<file path="config.mk">
export PLATFORM = sky130hd
export DESIGN_NAME = bssd_decode
export DESIGN_NICKNAME = d
export VERILOG_FILES = /design/src/core/bssd_decode.v /design/src/core/bssd_bit_ops.v
export VERILOG_INCLUDE_DIRS = /design/src /design/src/core
export SDC_FILE = /design/constraint.sdc
export NUM_CORES = 1
export LEC_CHECK = 0
export BUFFER_PORTS_ARGS = -buffer_cell sky130_fd_sc_hd__buf_2
export CORE_MARGIN = 2
export CORE_UTILIZATION = 35
export CTS_CLUSTER_DIAMETER = 60
export DETAILED_ROUTE_END_ITERATION = 12
export MAX_ROUTING_LAYER = met4
export PLACE_DENSITY_LB_ADDON = 0.3
export SLEW_MARGIN = 5
export SYNTH_ARGS = -nofsm -noshare
export SYNTH_HDL_FRONTEND = slang
export SYNTH_HIERARCHICAL = 1
export SYNTH_SLANG_ARGS = --single-unit
</file>
<file path="constraint.sdc">
create_clock -name i_ref_clk -period 1.9 [get_ports i_ref_clk]
set_clock_uncertainty 0.15 [all_clocks]
set_input_delay 0.285 -clock i_ref_clk [delete_from_list [all_inputs] [get_ports i_ref_clk]]
set_output_delay 0.285 -clock i_ref_clk [all_outputs]
set_load 0.02 [all_outputs]
</file>
<file path="src/core/bssd_defs.vh">
`ifndef BSSD_DEFS_VH
`define BSSD_DEFS_VH
// ****************************************
// opcode fields
// ****************************************
`define BSSD_OP_W        12
`define BSSD_OPC_HI      11
`define BSSD_OPC_LO      8
`define BSSD_BIT_HI      7
`define BSSD_BIT_LO      5
`define BSSD_REG_HI      4
`define BSSD_REG_LO      0
`define BSSD_OPC_SET     4'h5
`define BSSD_OPC_TSTC    4'h6
`define BSSD_NOP_WORD    12'h000
`define BSSD_DATA_W      8
`define BSSD_ADDR_W      5
`define BSSD_ADDR_RST    5'h00
`endif

</file>
<file path="src/core/bssd_decode.v">
`include "bssd_defs.vh"
// Behaviour
// - top nibble 0101 sets selected bit of selected register, others unchanged
// - pattern 0110 bbbf ffff decodes as test-bit-skip-when-clear, f 0..31, b 0..7
// - skip next instruction only if selected bit reads zero
// - on skip, discard the prefetched instruction; it changes no state
// - a no-operation cycle executes in place of the discarded instruction
// - test instruction is one word, one cycle, two cycles when skipping
module bssd_decode
#(
   parameter DATA_W = `BSSD_DATA_W
)
(
   input  wire                    i_ref_clk,
   input  wire                    i_reset_n,
   input  wire                    i_instr_valid,
   input  wire [11:0]             i_instr,
   input  wire [DATA_W-1:0]       i_rf_rdata,
   output reg  [`BSSD_ADDR_W-1:0] o_rf_addr,
   output reg  [DATA_W-1:0]       o_rf_wdata,
   output reg                     o_rf_we,
   output reg                     o_skip,
   output reg                     o_nop_cycle,
   output reg                     o_status_we,
   output reg                     o_other_op
);
   // ****************************************
   // reset release
   // ****************************************
   reg rst_meta_r;
   reg rst_sync_r;

   // two-flop reset release
   always @(posedge i_ref_clk or negedge i_reset_n)
   begin
      if (!i_reset_n)
      begin
         rst_meta_r <= 1'b0;
         rst_sync_r <= 1'b0;
      end
      else
      begin
         rst_meta_r <= 1'b1;
         rst_sync_r <= rst_meta_r;
      end
   end

   // ****************************************
   // state encoding and fields
   // ****************************************
   localparam ST_EXEC = 2'b01;
   localparam ST_NOP  = 2'b10;

   reg  [1:0]        state_r;
   reg  [1:0]        state_nxt;
   reg               rf_we_nxt;
   reg               skip_nxt;
   reg               nop_nxt;
   reg               other_nxt;
   wire [3:0]        opc   = i_instr[`BSSD_OPC_HI:`BSSD_OPC_LO];
   wire [2:0]        bsel  = i_instr[`BSSD_BIT_HI:`BSSD_BIT_LO];
   wire [4:0]        fsel  = i_instr[`BSSD_REG_HI:`BSSD_REG_LO];
   wire [DATA_W-1:0] set_data;
   wire              bit_val;
   wire              is_tst;
   wire              is_set;
   wire              skip_take;
   wire              in_slot;

   // ****************************************
   // helper functions
   // ****************************************
   // opcode match on a valid word
   function op_hit;
      input       valid;
      input [3:0] code;
      input [3:0] want;
      begin
         op_hit = valid && (code == want);
      end
   endfunction

   // ****************************************
   // opcode decode
   // ****************************************
   // test instruction decode
   assign is_tst    = op_hit(i_instr_valid, opc, `BSSD_OPC_TSTC);
   assign is_set    = op_hit(i_instr_valid, opc, `BSSD_OPC_SET);
   assign skip_take = is_tst && !bit_val;
   // word sits in the slot behind a taken skip
   assign in_slot   = (state_r == ST_NOP);

   // ****************************************
   // bit operations
   // ****************************************
   // bit set and bit pick on the read data
   bssd_bit_ops
   #(
      .DATA_W     (DATA_W)
   )
   i_bssd_bit_ops
   (
      .i_data     (i_rf_rdata),
      .i_bit_sel  (bsel),
      .o_set_data (set_data),
      .o_bit_val  (bit_val)
   );

   // ****************************************
   // slot sequencing
   // ****************************************
   // next state: nop slot after a taken skip
   always @*
   begin
      state_nxt = ST_EXEC;
      case (state_r)
         ST_EXEC:
         begin
            // second cycle only on a skip
            if (skip_take)
               state_nxt = ST_NOP;
         end
         ST_NOP:
            state_nxt = ST_EXEC;
         default:
            state_nxt = ST_EXEC;
      endcase
   end

   // slot state, idle until reset release ends
   always @(posedge i_ref_clk or negedge i_reset_n)
   begin
      if (!i_reset_n)
         state_r <= ST_EXEC;
      else if (!rst_sync_r)
         state_r <= ST_EXEC;
      else
         state_r <= state_nxt;
   end

   // ****************************************
   // execute strobes
   // ****************************************
   // next strobe values for the word on the bus
   always @*
   begin
      rf_we_nxt = 1'b0;
      skip_nxt  = 1'b0;
      nop_nxt   = 1'b0;
      other_nxt = 1'b0;
      if (!rst_sync_r)
      begin
         // quiet while reset release completes
         nop_nxt   = 1'b0;
      end
      else if (in_slot)
      begin
         rf_we_nxt = 1'b0;
         other_nxt = 1'b0;
         skip_nxt  = 1'b0;
         nop_nxt   = 1'b1;
      end
      else
      begin
         rf_we_nxt = is_set;
         skip_nxt  = skip_take;
         other_nxt = i_instr_valid && !is_set && !is_tst;
      end
   end

   // strobe registers, one cycle each
   always @(posedge i_ref_clk or negedge i_reset_n)
   begin
      if (!i_reset_n)
      begin
         o_rf_we     <= 1'b0;
         o_skip      <= 1'b0;
         o_nop_cycle <= 1'b0;
         o_other_op  <= 1'b0;
      end
      else
      begin
         o_rf_we     <= rf_we_nxt;
         o_skip      <= skip_nxt;
         o_nop_cycle <= nop_nxt;
         o_other_op  <= other_nxt;
      end
   end

   // ****************************************
   // write-back data
   // ****************************************
   // address and data follow every word on the bus once reset release ends, skipped words included
   always @(posedge i_ref_clk or negedge i_reset_n)
   begin
      if (!i_reset_n)
      begin
         o_rf_addr  <= `BSSD_ADDR_RST;
         o_rf_wdata <= {DATA_W{1'b0}};
      end
      else if (rst_sync_r)
      begin
         o_rf_addr  <= fsel;
         o_rf_wdata <= set_data;
      end
   end

   // ****************************************
   // status flags
   // ****************************************
   // status flags never written
   always @(posedge i_ref_clk or negedge i_reset_n)
   begin
      if (!i_reset_n)
         o_status_we <= 1'b0;
      else
         o_status_we <= 1'b0;
   end
endmodule // bssd_decode

</file>
<file path="src/core/bssd_bit_ops.v">
`include "bssd_defs.vh"
// ****************************************
// combinational bit set and bit pick
// ****************************************
module bssd_bit_ops
#(
   parameter DATA_W = `BSSD_DATA_W
)
(
   input  wire [DATA_W-1:0] i_data,
   input  wire [2:0]        i_bit_sel,
   output wire [DATA_W-1:0] o_set_data,
   output wire              o_bit_val
);
   // one-hot mask of the selected bit
   wire [DATA_W-1:0] mask = {{(DATA_W-1){1'b0}}, 1'b1} << i_bit_sel;

   // set forces the bit, pick reads it back
   assign o_set_data = i_data | mask;
   assign o_bit_val  = |(i_data & mask);
endmodule // bssd_bit_ops

</file>
[Word-level counts from Yosys, hierarchy flattened]
Cells that the tools add are included.
Widths: inputs -> output; s select.
Word-level totals
  register bits after elaboration: 21
  input port bits: 23
  output and inout bits: 18
  logic and storage cells: 36
Operators by class
  equal/unequal tests: 4
  shift operators: 1
  multiplexer cells: 11
  bitwise gates (word level): 2
  reductions and logical operators: 9
Operator list (number)
  $and 8x8->8: 1
  $eq 4x3->1 const B: 2
  $mux 1: 8
  $or 8x8->8: 1
  $reduce_or 8->1: 1
  $shl 1x3->8 const A: 1
  $mux 2: 3
  $logic_and 1x1->1: 5
  $logic_not 1->1: 3
  $eq 2x1->1 const B: 1
  $eq 2x2->1 const B: 1

[Logic depth before layout (Yosys ltp)]
  depth after elaboration: 8
  gate-level depth with buffers: 5
  mapped depth without buffers: 4

[Hierarchy]
The synthesis kept the hierarchy.
By module, submodules not included
  bssd_decode: instances 1, cells an instance 54, area an instance 793.3 µm², sequential area each 526.8 µm²
  bssd_bit_ops: instances 1, cells an instance 19, area an instance 166.4 µm², sequential area each 0.0 µm²

[Worst setup path after synthesis]
No wires, ideal clock.
  path kind: in2reg
  start point: input port i_instr[5]
  end point: register state_r[0]
  library setup time: 94 ps
  arrival time: 2027 ps
  required time: 1656 ps
  slack: -371 ps
  cell stages on the path: 5
  path buffers: 1
  path through: buf_6 mux4_1 mux2_2 or3b_1 or4_1
On the way
  word-level cells in the longest chain between the ends: 8
RTL lines
  from (decl): RTL line bssd_decode.v:17  | input wire [11:0] i_instr,
  $shl 1x3->8: RTL line bssd_bit_ops.v:16  | wire [DATA_W-1:0] mask = {{(DATA_W-1){1'b0}}, 1'b1} << i_bit_sel;
  $and 8x8->8: RTL line bssd_bit_ops.v:20  | assign o_bit_val = |(i_data & mask);
  $reduce_or 8->1: RTL line bssd_bit_ops.v:20
  via bit_val: RTL line bssd_decode.v:64  | wire bit_val;
  $logic_not 1->1: RTL line bssd_decode.v:89  | assign skip_take = is_tst && !bit_val;
  $logic_and 1x1->1: RTL line bssd_decode.v:89
  $mux 2: RTL line bssd_decode.v:120  | if (skip_take)
  $mux 2: RTL line bssd_decode.v:116  | case (state_r)
  $mux 2: RTL line bssd_decode.v:135  | else if (!rst_sync_r)
  to (signal assigned): RTL line bssd_decode.v:138  | state_r <= state_nxt;
  to (decl): RTL line bssd_decode.v:54  | reg [1:0] state_r;
The timed path passes the listed nets, and every way through them passes these cells.
A chain may end at the register's enable or synchronous reset.

[Worst setup path in the final report]
  start point: input port i_rf_rdata[3]
  end point: register state_r[0]
On the way
  word-level cells in the longest chain between the ends: 7
RTL lines
  from (decl): RTL line bssd_decode.v:18  | input wire [DATA_W-1:0] i_rf_rdata,
  $and 8x8->8: RTL line bssd_bit_ops.v:20
  $reduce_or 8->1: RTL line bssd_bit_ops.v:20
  via bit_val: RTL line bssd_decode.v:64
  $logic_not 1->1: RTL line bssd_decode.v:89
  $logic_and 1x1->1: RTL line bssd_decode.v:89
  $mux 2: RTL line bssd_decode.v:120
  $mux 2: RTL line bssd_decode.v:116
  $mux 2: RTL line bssd_decode.v:135
The timed path passes the listed nets, and every way through them passes these cells.

==> results.tsv <==
stage	metric	value	unit
clock_tree	htree_levels	1	
setup_path	endpoint_kind	flop	
synthesis	syn_avg_cell_area	13.15	sq um
setup_path	crit_type	in2reg	
sta	hold_violations	0	
floorplan	io-pin-count	41	
outcome	violations	setup timing	
routing	firstDrtPassIters	2	
synthesis	syn_area	959.7	sq um
routing	drt-initial-drc-count	9	
setup_path	r2r-end	o_rf_wdata[1]$_DFFE_PN0P_	
routing	antenna_left	0	
floorplan	initial_core_util	37.71	%
finish	synthToLayoutAreaGrowth	36.90	%
finish	final_core_util	51.62	%
sta	layout_min_cycle_time	1919	ps
synthesis	syn_nets	96	
sta	post-route-period-util	101.0	%
power	power.static_leakage	0.6500	nW
sta	setup_slack	-19.17	ps
synthesis	synth_top_area_cell	dfrtp_1	
floorplan	std_cell_rows	18	
setup_path	startpoint_type	input port	
synthesis	yosysSeqAreaShare	54.89	%
grt	grt_overflow	0	
job	max_cap_violations	0	
synthesis	synthTopCellsByArea	dfrtp_1 (52%), mux2_2 (16%), mux4_1 (5.5%)	
clock_tree	numClockSinks	21	
synthesis	yosysWarnings	6	
grt	antenna_found_initial	0	
setup_path	worstPathMaxFanout	2	
power	total_power	0.0009261	W
routing	num_vias	737	
grt	grt_usage	13.92	%
clock_tree	clock_latency	310	ps
routing	drt-total-wl	1997	um
synthesis	synth_flop_cell	dfrtp_1	
outcome	status	finished with violations	
synthesis	syn_inst	73	
synthesis	yosysMostFrequentCell	dfrtp_1	
sta	finalMaxSlewViolations	0	
setup_path	crit_arrival	2010	ps
clock_tree	cts_buffers	3	
clock_tree	cts_tree	yes	
floorplan	die_width	56.37	um
routing	route.detailed.drc	0	
floorplan	coreArea	0.002545	sq mm
sta	rsz0062_at_grt	yes	
setup_path	cp-endpoint	state_r[0]$_DFF_PN1_	
floorplan	fp.dieArea	0.003177	sq mm
placement	gp_congestion	0.7572	
setup_path	r2r_start	rst_sync_r$_DFF_PN0_	
synthesis	synth_cell_type_count	25	
grt	grt_pass1_wl	3429	um
setup_path	reg2reg_slack	480	ps
routing	wl_per_cell	12.97	um
placement	hpwl	1491	um
finish	n_antenna_cell	0	
clock_tree	clk_pin_slew	130	ps
routing	via_per_inst	4.786	
hold_path	min_path_type	in2reg	
sta	setup_violations	1	
sta	fmax	521.1	MHz
synthesis	ys_top_cells_by_count	dfrtp_1 (20), mux2_2 (14), inv_1 (6)	
setup_path	cp.required	1990	ps
floorplan	die-height	56.37	um
synthesis	synth_edf_count	0	
finish	final_layout_size_suffix_gt1_share	63.71	%
synthesis	synth_top_cell_area_share	52.15	%
clock_tree	cts_root_buf	clkbuf_4	
synthesis	synth-async-reset-ratio	100.0	%
grt	grt_pass1_vias	809	
setup_path	reg2reg_depth	2	
power	vdd_drop_max	0.0006391	V
finish	final_nets	148	
grt	grt_max_degree	22	
setup_path	crit_start	i_rf_rdata[3]	
clock_tree	clockBufferDepth	2	
placement	numPortBuffers	39	
power	powerDensity	704.9	mW/mm^2
synthesis	ys_ff_latch	21	
-- layout by cell type (no fill, tap or decap), drive strengths merged --
master	instances
buf	51
dfrtp	20
mux2	14
inv	6
a31o	4
clkbuf	3
nor4	3
nand2	2
nor2b	2
conb	2
o31ai	2
mux4	2
nand3b	1
or3b	1
or4	1
and2	1
xor2	1
a2111oi	1
nand2b	1
clkinv	1
dlygate4sd3	1
o21bai	1
nor3	1
or2	1
dfstp	1
-- state kept, by name, summed over array words and instances (netlist names) --
signal       count
o_nop_cycle      1
rst_sync_r       1
state_r          2
rst_meta_r       1
o_other_op       1
o_rf_we          1
o_rf_wdata       8
o_rf_addr        5
o_skip           1
-- per-stage QoR --
| stage | area (sq um) | instances | hold WS (ps) | TNS [ps] | setup slack (ps) |
|---|---|---|---|---|---|
| 3_5_place_dp | 1236 | 148 | 116.2 | -904.9 | -321.1 |
| 4_1_cts | 1274 | 153 | 40.73 | 0 | 11.62 |
| 3_3_place_gp | 1236 | 148 | 104.1 | -716.6 | -267.3 |
| 5_1_grt | 1314 | 154 | 42.06 | -20.54 | -20.54 |
| 2_1_floorplan | 960.9 | 73 | -160.6 | -244.8 | -213.3 |
| 6_report | 1314 | 154 | 47.96 | -19.17 | -19.17 |
-- cell families (layout without fill, tap and decap cells) --
logic type	Yosys count	in the layout	synth area share (%)
compound gates	8	8	6.910
xor+xnor	1	1	0.9128
buf+inv	11	62	5.606
flops	21	21	54.89
mux	16	16	21.90
other cells	2	2	0.7826
simple gates	14	14	8.998
-- metal layers --
metal	vias up	wire length (um)	GRT usage [%]	part of all wire, %
li1	359	-	-	-
met1	348	809	15.71	41
met2	30	1037	24.54	52
met3	0	150	4.839	7.5
met4	0	0	1.701	0
met5	-	0	-	0
-- critical path, stage by stage --
cell and delay, ps:
buf_2 110, mux4_2 480, mux2_4 270, or3b_1 390, or4_1 480
-- how the worst min path moves through the flow --
stage / endpoint / start / cells past startpoint
CTS: o_other_op$_DFF_PN0_ / i_instr_valid / 3
floorplan: o_nop_cycle$_DFF_PN0_ / i_reset_n / 0
global route: o_other_op$_DFF_PN0_ / i_instr_valid / 3
global placement: o_rf_wdata[2]$_DFFE_PN0P_ / i_reset_n / 1
finish: o_other_op$_DFF_PN0_ / i_instr_valid / 3
detailed placement: o_other_op$_DFF_PN0_ / i_reset_n / 1
-- report_power, final --
group          leakage (nW)  internal [W]  switching [W]
clock network        0.0177     0.0000785       0.000135
logic                 0.380      0.000107       0.000108
registers             0.252      0.000480      0.0000180
-- cell type report --
class | instances | area, sq um
timing repair buffer | 52 | 311.5
inverter | 6 | 22.52
clock buffer | 3 | 22.52
sequential | 21 | 526.8
tap | 30 | 37.54
fill | 243 | 1231
clock inverter | 1 | 5.005
multi-input combinational | 41 | 387.9
-- repair_timing --
action	4_1_cts	5_1_grt
gates resized for setup	0	8
endpoints found under the hold margin	20	0
setup buffers	0	1
setup endpoints to repair	0	3
hold buffers	1	0
Note: power is estimated with default switching activity, not from simulation.
